===== config.mk =====
export PLATFORM = sky130hd
export DESIGN_NAME = bsc_ctrl
export DESIGN_NICKNAME = d
export VERILOG_FILES = /design/src/verilog/bsc_pkg.sv /design/src/verilog/bsc_ctrl.sv
export SDC_FILE = /design/constraint.sdc
export NUM_CORES = 1
export LEC_CHECK = 0
export BUFFER_PORTS_ARGS = -buffer_cell sky130_fd_sc_hd__buf_2
export CORE_MARGIN = 1
export CORE_UTILIZATION = 45
export DETAILED_ROUTE_END_ITERATION = 12
export PLACE_DENSITY = 0.66
export SYNTH_ARGS = -nofsm -noshare
export SYNTH_HDL_FRONTEND = slang
export SYNTH_SLANG_ARGS = --single-unit

===== constraint.sdc =====
create_clock -name clock -period 2.21 [get_ports clock]
set_input_delay 0.442 -clock clock [delete_from_list [all_inputs] [get_ports clock]]
set_output_delay 0.442 -clock clock [all_outputs]
set_load 0.005 [all_outputs]

===== src/verilog/bsc_pkg.sv =====
// package: register map, fields, modes and timing of the bridge converter control block
package bsc_pkg;
  // register byte offsets
  localparam logic [7:0] MODE_OFS = 8'h00;
  localparam logic [7:0] STATUS_OFS = 8'h04;
  localparam logic [7:0] DATA_OFS = 8'h08;
  localparam logic [7:0] CTRL_OFS = 8'h0c;
  // mode register fields
  localparam int OP_MODE_LSB = 0;
  localparam int PORT_DRIVE_ENABLE_BIT = 4;
  localparam int PORT_A_BIT = 5;
  localparam int PORT_B_BIT = 6;
  // status register fields
  localparam int READY_BIT = 0;
  localparam int SETTLED_BIT = 1;
  localparam int POWERDOWN_BIT = 2;
  localparam int BUSY_BIT = 3;
  localparam int HELD_BIT = 4;
  // control register fields
  localparam int SINGLE_SHOT_BIT = 0;
  localparam int CAL_BIT = 1;
  // reset values
  localparam logic [31:0] MODE_RST = 32'h0000_0000;
  localparam logic [31:0] CTRL_RST = 32'h0000_0000;
  // timing
  localparam int SETTLE_CYCLES = 64;
  localparam int RESTART_LATENCY = 3;
  typedef enum logic [2:0] {
    MODE_CONT = 3'b000,
    MODE_IDLE = 3'b001,
    MODE_SINGLE = 3'b010,
    MODE_STANDBY = 3'b011,
    MODE_CAL_ZERO = 3'b100,
    MODE_CAL_FULL = 3'b101,
    MODE_RSV6 = 3'b110,
    MODE_RSV7 = 3'b111
  } bsc_mode_e;
  localparam logic [1:0] RESP_OKAY = 2'b00;
  localparam logic [1:0] RESP_SLVERR = 2'b10;
endpackage : bsc_pkg


===== src/verilog/bsc_ctrl.sv =====
// control of restart, single-shot, reset and standby for a sigma-delta bridge converter
`timescale 1ns/1ps
module bsc_ctrl #(
  parameter int SETTLE = bsc_pkg::SETTLE_CYCLES,
  parameter int DATA_W = 24
) (
  // clock and reset
  input wire logic clock,
  input wire logic rst_n,
  // control pins
  input wire logic restart_n,
  input wire logic standby_n,
  // conversion engine
  input wire logic [DATA_W-1:0] sampleData,
  output logic modClear,
  output logic sampleEn,
  output logic mclkOut,
  output logic ready_n,
  output logic portPinA,
  output logic portPinB,
  // axi4-lite slave
  input wire logic [7:0] s_axi_awaddr,
  input wire logic s_axi_awvalid,
  output logic s_axi_awready,
  input wire logic [31:0] s_axi_wdata,
  input wire logic [3:0] s_axi_wstrb,
  input wire logic s_axi_wvalid,
  output logic s_axi_wready,
  output logic [1:0] s_axi_bresp,
  output logic s_axi_bvalid,
  input wire logic s_axi_bready,
  input wire logic [7:0] s_axi_araddr,
  input wire logic s_axi_arvalid,
  output logic s_axi_arready,
  output logic [31:0] s_axi_rdata,
  output logic [1:0] s_axi_rresp,
  output logic s_axi_rvalid,
  input wire logic s_axi_rready
);
  localparam int CW = $clog2(SETTLE + 1);

  initial begin
    if (SETTLE < 2 || DATA_W < 1 || DATA_W > 32) begin
      $error("bsc_ctrl: unsupported parameter values");
    end
  end

  // synchronisers for the asynchronous pins
  logic [1:0] rstSync_q;
  logic [1:0] stbSync_q;
  logic restartPrev_q;
  logic restartLow;
  logic restartRise;
  logic restartFall;
  logic pinStandby;

  always_ff @(posedge clock or negedge rst_n) begin
    if (!rst_n) begin
      rstSync_q <= 2'h3;
      stbSync_q <= 2'h3;
      restartPrev_q <= 1'b1;
    end else begin
      rstSync_q <= {rstSync_q[0], restart_n};
      stbSync_q <= {stbSync_q[0], standby_n};
      restartPrev_q <= rstSync_q[1];
    end
  end

  assign restartLow = !rstSync_q[1];
  assign restartFall = restartPrev_q && !rstSync_q[1];
  assign restartRise = !restartPrev_q && rstSync_q[1];
  assign pinStandby = !stbSync_q[1];

  // registers
  logic [31:0] mode_q;
  logic [31:0] ctrl_q;
  logic [DATA_W-1:0] data_q;
  logic ready_q;
  logic settled_q;
  logic busy_q;
  logic [CW-1:0] settleCnt_q;
  logic modeStandby;
  logic standby;
  logic settleDone;
  logic startConv;
  logic wrMode;
  logic wrCtrl;
  logic [2:0] opMode;

  assign opMode = mode_q[bsc_pkg::OP_MODE_LSB +: 3];
  assign modeStandby = (opMode == bsc_pkg::MODE_STANDBY);
  assign standby = pinStandby || modeStandby;

  // write channel: address and data taken in either order
  logic awHeld_q;
  logic wHeld_q;
  logic [7:0] awAddr_q;
  logic [31:0] wData_q;
  logic [3:0] wStrb_q;
  logic doWrite;

  assign s_axi_awready = !awHeld_q && !s_axi_bvalid;
  assign s_axi_wready = !wHeld_q && !s_axi_bvalid;
  assign doWrite = awHeld_q && wHeld_q;
  assign wrMode = doWrite && (awAddr_q == bsc_pkg::MODE_OFS);
  assign wrCtrl = doWrite && (awAddr_q == bsc_pkg::CTRL_OFS);

  function automatic logic [31:0] mergeBytes(input logic [31:0] old, input logic [31:0] nw, input logic [3:0] strb);
    logic [31:0] res;
    res = old;
    for (int i = 0; i < 4; i++) begin
      if (strb[i]) begin
        res[i*8 +: 8] = nw[i*8 +: 8];
      end
    end
    return res;
  endfunction : mergeBytes

  function automatic logic mapped(input logic [7:0] a);
    return a == bsc_pkg::MODE_OFS || a == bsc_pkg::STATUS_OFS || a == bsc_pkg::DATA_OFS || a == bsc_pkg::CTRL_OFS;
  endfunction : mapped

  // registers return to defaults only through reset; access still served while restart is held
  always_ff @(posedge clock or negedge rst_n) begin
    if (!rst_n) begin
      awHeld_q <= 1'b0;
      wHeld_q <= 1'b0;
      awAddr_q <= 8'h00;
      wData_q <= 32'h0000_0000;
      wStrb_q <= 4'h0;
      s_axi_bvalid <= 1'b0;
      s_axi_bresp <= bsc_pkg::RESP_OKAY;
    end else begin
      if (s_axi_awvalid && s_axi_awready) begin
        awHeld_q <= 1'b1;
        awAddr_q <= s_axi_awaddr;
      end
      if (s_axi_wvalid && s_axi_wready) begin
        wHeld_q <= 1'b1;
        wData_q <= s_axi_wdata;
        wStrb_q <= s_axi_wstrb;
      end
      if (doWrite) begin
        awHeld_q <= 1'b0;
        wHeld_q <= 1'b0;
        s_axi_bvalid <= 1'b1;
        s_axi_bresp <= mapped(awAddr_q) ? bsc_pkg::RESP_OKAY : bsc_pkg::RESP_SLVERR;
      end else if (s_axi_bvalid && s_axi_bready) begin
        s_axi_bvalid <= 1'b0;
      end
    end
  end

  // restart does not touch the configuration
  always_ff @(posedge clock or negedge rst_n) begin
    if (!rst_n) begin
      mode_q <= bsc_pkg::MODE_RST;
      ctrl_q <= bsc_pkg::CTRL_RST;
    end else begin
      if (wrMode) begin
        mode_q <= mergeBytes(mode_q, wData_q, wStrb_q);
      end else if (busy_q && settleDone && !modClear && opMode == bsc_pkg::MODE_SINGLE) begin
        mode_q[bsc_pkg::OP_MODE_LSB +: 3] <= bsc_pkg::MODE_IDLE;
      end
      if (wrCtrl) begin
        ctrl_q <= mergeBytes(ctrl_q, wData_q, wStrb_q);
      end
    end
  end

  // read channel
  logic [31:0] statusWord;
  assign statusWord = 32'(ready_q) << bsc_pkg::READY_BIT | 32'(settled_q) << bsc_pkg::SETTLED_BIT
    | 32'(standby) << bsc_pkg::POWERDOWN_BIT | 32'(busy_q) << bsc_pkg::BUSY_BIT
    | 32'(restartLow) << bsc_pkg::HELD_BIT;
  assign s_axi_arready = !s_axi_rvalid;

  always_ff @(posedge clock or negedge rst_n) begin
    if (!rst_n) begin
      s_axi_rvalid <= 1'b0;
      s_axi_rdata <= 32'h0000_0000;
      s_axi_rresp <= bsc_pkg::RESP_OKAY;
    end else if (s_axi_arvalid && s_axi_arready) begin
      s_axi_rvalid <= 1'b1;
      s_axi_rresp <= mapped(s_axi_araddr) ? bsc_pkg::RESP_OKAY : bsc_pkg::RESP_SLVERR;
      case (s_axi_araddr)
        bsc_pkg::MODE_OFS: s_axi_rdata <= mode_q;
        bsc_pkg::STATUS_OFS: s_axi_rdata <= statusWord;
        bsc_pkg::DATA_OFS: s_axi_rdata <= 32'(data_q);
        bsc_pkg::CTRL_OFS: s_axi_rdata <= ctrl_q;
        default: s_axi_rdata <= 32'h0000_0000;
      endcase
    end else if (s_axi_rvalid && s_axi_rready) begin
      s_axi_rvalid <= 1'b0;
    end
  end

  // conversion sequencing
  logic singleRestart;
  logic calStart;
  logic convMode;
  assign singleRestart = ctrl_q[bsc_pkg::SINGLE_SHOT_BIT];
  assign calStart = wrCtrl && wData_q[bsc_pkg::CAL_BIT] && wStrb_q[0];
  assign convMode = (opMode == bsc_pkg::MODE_CONT) || (opMode == bsc_pkg::MODE_SINGLE)
    || (opMode == bsc_pkg::MODE_CAL_ZERO) || (opMode == bsc_pkg::MODE_CAL_FULL);
  assign startConv = (wrMode && wStrb_q[0] && wData_q[bsc_pkg::OP_MODE_LSB +: 3] == bsc_pkg::MODE_SINGLE)
    || (restartRise && singleRestart) || calStart;
  assign settleDone = (settleCnt_q == CW'(SETTLE - 1));

  // filter settle counter: cleared while restart low, one count per clock
  always_ff @(posedge clock or negedge rst_n) begin
    if (!rst_n) begin
      settleCnt_q <= '0;
      busy_q <= 1'b1;
    end else if (restartLow || restartFall || standby) begin
      settleCnt_q <= '0;
      busy_q <= !standby && !singleRestart;
    end else if (startConv || restartRise) begin
      settleCnt_q <= '0;
      busy_q <= 1'b1;
    end else if (busy_q) begin
      if (settleDone) begin
        settleCnt_q <= '0;
        busy_q <= (opMode == bsc_pkg::MODE_CONT);
      end else begin
        settleCnt_q <= settleCnt_q + CW'(1);
      end
    end else if (convMode && opMode == bsc_pkg::MODE_CONT && !singleRestart) begin
      busy_q <= 1'b1;
    end
  end

  // ready and settled are active low indications
  always_ff @(posedge clock or negedge rst_n) begin
    if (!rst_n) begin
      ready_q <= 1'b1;
      settled_q <= 1'b1;
      data_q <= '0;
    end else if (standby) begin
      ready_q <= 1'b1;
      settled_q <= 1'b1;
    end else if (busy_q && settleDone && !restartLow && !restartFall) begin
      ready_q <= 1'b0;
      settled_q <= 1'b0;
      data_q <= sampleData;
    end else if (doWrite && awAddr_q == bsc_pkg::DATA_OFS) begin
      ready_q <= ready_q;
    end else if (s_axi_arvalid && s_axi_arready && s_axi_araddr == bsc_pkg::DATA_OFS) begin
      ready_q <= 1'b1;
    end
  end

  // outputs; master clock stays free under reset and standby
  assign mclkOut = clock;
  assign modClear = restartLow || restartFall || standby;
  assign sampleEn = busy_q && !modClear;
  assign ready_n = ready_q;
  assign portPinA = mode_q[bsc_pkg::PORT_DRIVE_ENABLE_BIT] && mode_q[bsc_pkg::PORT_A_BIT];
  assign portPinB = mode_q[bsc_pkg::PORT_DRIVE_ENABLE_BIT] && mode_q[bsc_pkg::PORT_B_BIT];
endmodule : bsc_ctrl


==> summary.md <==
| Metric | Value |
|---|---|
| Slew Limit Fails | 0 |
| Initial antenna violation count | 1 |
| Run status | completed |
| Setup crit end kind | primary output |
| Switching share of power | 0.264 |
| Initial core utilization | 0.465 |
| Share of power burned in registers | 0.486 |
| Max-cap viol count | 0 |
| Slew HR | 0.632 |
| Setup Buffers After CTS | 0 |
| Hold_ws | 0.0784 ns |
| Nets@finish | ~800 |
| Post-DP HPWL | 12300 um |
| Mean Syn Cell Area | about 14 um2 |
| RSZ-0062 raised after global routing | false |
| Sw Pwr | 0.00246 W |
| Core Footprint | around 0.017 mm2 |
| Register area | ~0.0046 mm2 |
| Cell Rows | 47 |
| Clk_lat worst skew | 0.55 ns |
| Drt wl/cell | 18.6 um |
| Largest net degree at the start of global routing | 56 |
| Detailed Route WL | approximately 18000 um |
| Worst Tran Pin Value | 0.551 ns |
| Total number of yosys warnings | 0 |
| Hold Crit Class | primary input to flip-flop |
| Total congestion overflow | 0 |
| Final Worst Setup Slack | 0.110 ns |
| Routability cong. | 0.855 |
| Final hold vios | 0 |
| Die width | 134 um |
| Clk pwr share | 0.368 |
| Worst R2R Setup Slack | 0.20 ns |
| Layout cell share with drive strength beyond 1 | 0.451 |
| Placed inst area | 0.00872 mm2 |
| DR vias | 5094 |
| CP max FO | 9 |
| Post-synthesis sequential area ratio | 0.596 |
| Setup TNS Final | 0 ns |
| Startpoint types | flip-flop |
| Crit path DAT | 1.66 ns |
| Initial drt markers | 217 |
| Netlist cell types | 51 |
| Synthesized area | 0.00779 mm2 |
| Required @ worst endpoint | roughly 1.8 ns |
| Max VDD drop | 601 uV |
| Vias in the first global route | 5238 |
| Multi-input gate area | 0.00297 mm2 |
| CTS tree | yes |
| Clock slew at reported path FFs | 0.07 ns |
| Area grow syn2layout | 21.2% |
| Pint | a little under 0.007 W |
| Synthesized instance count | 577 |
| # diodes | 0 |
| Total power | 0.00933 W |
| First-pass GRT wire length | 28000 um |
| Skew final | 0.0104 ns |
| Final instance area | 0.00944 mm2 |
| IO Port Bufs | 129 |
| Leak Pwr | 4.55 nW |
| Number of routed nets with antenna violations | 0 |
| Vias per cell | between 5 and 6 |
| Min cycle time layout | 2.10 ns |
| Pwr/cell area | about 990 mW/mm2 |
| Flops & latches, synth | roughly 190 |
| Fill cell count | 1395 |
| Die area | 0.0178 mm2 |
| Ports | 132 |
| Fin crit share | 0.950 |
| Total track usage | 0.210 |
| Die H | 134 um |
| Pre-CTS WS | 0.198 ns |
| Residual DRC count | 0 |
| First drt pass iteration count | 5 |
| Setup violations, final | 0 |
| Fmax achieved | 0.476 GHz |
| Crit path kind | flip-flop to primary output |
| Comb pwr share | 0.147 |
[cell usage after synthesis (all sizes together)]
master   instances  share of area
a21o             1        0.00096
mux2i           19          0.024
nand2           43          0.025
conb             1        0.00048
and4b            1         0.0013
a22oi            9         0.0087
o21bai           1        0.00096
nor4b            2         0.0022
o31ai            8         0.0077
o21a             3         0.0029
ha               1         0.0016
a21oi           23          0.015
clkbuf          10         0.0048
a2111oi          1         0.0011
xor2             2         0.0022
o31a             1         0.0011
or3              1        0.00080
a211o            1         0.0011
nand3b           2         0.0019
a22o             4         0.0045
o211ai           2         0.0019
and4             2         0.0022
dfstp            8          0.027
o21ai           22          0.014
mux2           130           0.19
and4bb           1         0.0016
and2             7         0.0056
inv              6         0.0029
nor3             5         0.0039
a31oi            2         0.0016
nor4             3         0.0043
nor3b            1        0.00096
nand4            4         0.0032
nand3           11          0.014
and3             1        0.00080
buf             20          0.017
mux4             5          0.014
o22ai            2         0.0016
a41o             1         0.0013
nor2b            3         0.0024
dfrtp          177           0.57
nor2            30          0.014
[placed cells by master, fill, tap and decap left out, drive strengths merged, types with 4 or more instances in the layout]
cell	instances
nand4	4
clkbuf	24
dfrtp	177
nor3	5
a22o	4
mux2	130
nor2	30
and2	7
mux2i	19
a22oi	9
dfstp	8
nand3	11
nand2	43
a21oi	23
o31ai	8
o21ai	22
inv	7
clkinv	5
mux4	5
buf	144
[metal layers]
layer,up-vias,track usage,share of wire
met5,-,0,0.00068
met4,2,0.0814,0.012
met3,19,0.0559,0.052
met2,142,0.329,0.48
met1,2582,0.280,0.45
li1,2349,-,-
[worst max-delay path: stages (launching register included)]
cell      delay (ns)
dfrtp_1         0.45
nand3b_1        0.21
and4_4          0.33
buf_2           0.13
[power by group through the flow]
stage,registers [W],clock network (W),logic [W]
after CTS,0.00453,0.00349,0.00139
after global placement,0.00456,0.0000197,0.00132
after global routing,0.00461,0.00364,0.00150
final,0.00453,0.00343,0.00137
after floorplan,0.00438,0.0000293,0.000991
after detailed placement,0.00459,0.0000197,0.00138
[final cells by class]
| class | instances | share of cell area |
|---|---|---|
| tap | 220 | 0.0292 |
| timing repair buffer | 146 | 0.0890 |
| clock inverter | 10 | 0.0151 |
| inverter | 6 | 0.00239 |
| sequential | 185 | 0.492 |
| clock buffer | 25 | 0.0583 |
| multi-input combinational | 357 | 0.314 |
[worst paths after layout]
path / from / endpoint / cells after the start
worst min register to register: rstSync_q[0] / rstSync_q[1] / 0
max in group asynchronous: rst_n / rstSync_q[0] / 3
worst max-delay path: mode_q[2] / sampleEn / 3
worst min-delay path: s_axi_rready / s_axi_rvalid / 2
min in group asynchronous: rst_n / settleCnt_q[3] / 2
worst max register to register: awAddr_q[5] / ctrl_q[15] / 4
[registers in the layout, summed over array words and instances, names as in the netlist]
| name | count |
|---|---|
| restartPrev_q | 1 |
| settleCnt_q | 7 |
| ready_n | 1 |
| busy_q | 1 |
| s_axi_rresp | 1 |
| s_axi_rvalid | 1 |
| ctrl_q | 32 |
| awAddr_q | 8 |
| wData_q | 32 |
| stbSync_q | 2 |
| settled_q | 1 |
| wStrb_q | 4 |
| awHeld_q | 1 |
| s_axi_bvalid | 1 |
| mode_q | 32 |
| s_axi_rdata | 32 |
| wHeld_q | 1 |
| s_axi_bresp | 1 |
| data_q | 24 |
| rstSync_q | 2 |
[through the flow]
step,std cells,util
floorplan,578,-
global placement,912,0.520
detailed placement,912,0.520
CTS,949,0.563
global route,949,0.563
finish,949,0.563
[repair_timing]
action / CTS / global route
endpoints found under the setup margin: 1 / 1
hold buffers: 3 / 0
hold endpoints to repair: 37 / 0
pin swaps: 0 / 0
resized for setup: 1 / 1
[cells by family after synthesis]
family / synth area share
flops: 0.596
mux: 0.227
simple gates: 0.0845
compound gates: 0.0644
buf+inv: 0.0244
xor+xnor: 0.00225
fa+ha+maj: 0.00161
other cells: 0.000481
(Power assumes the default switching activity.)
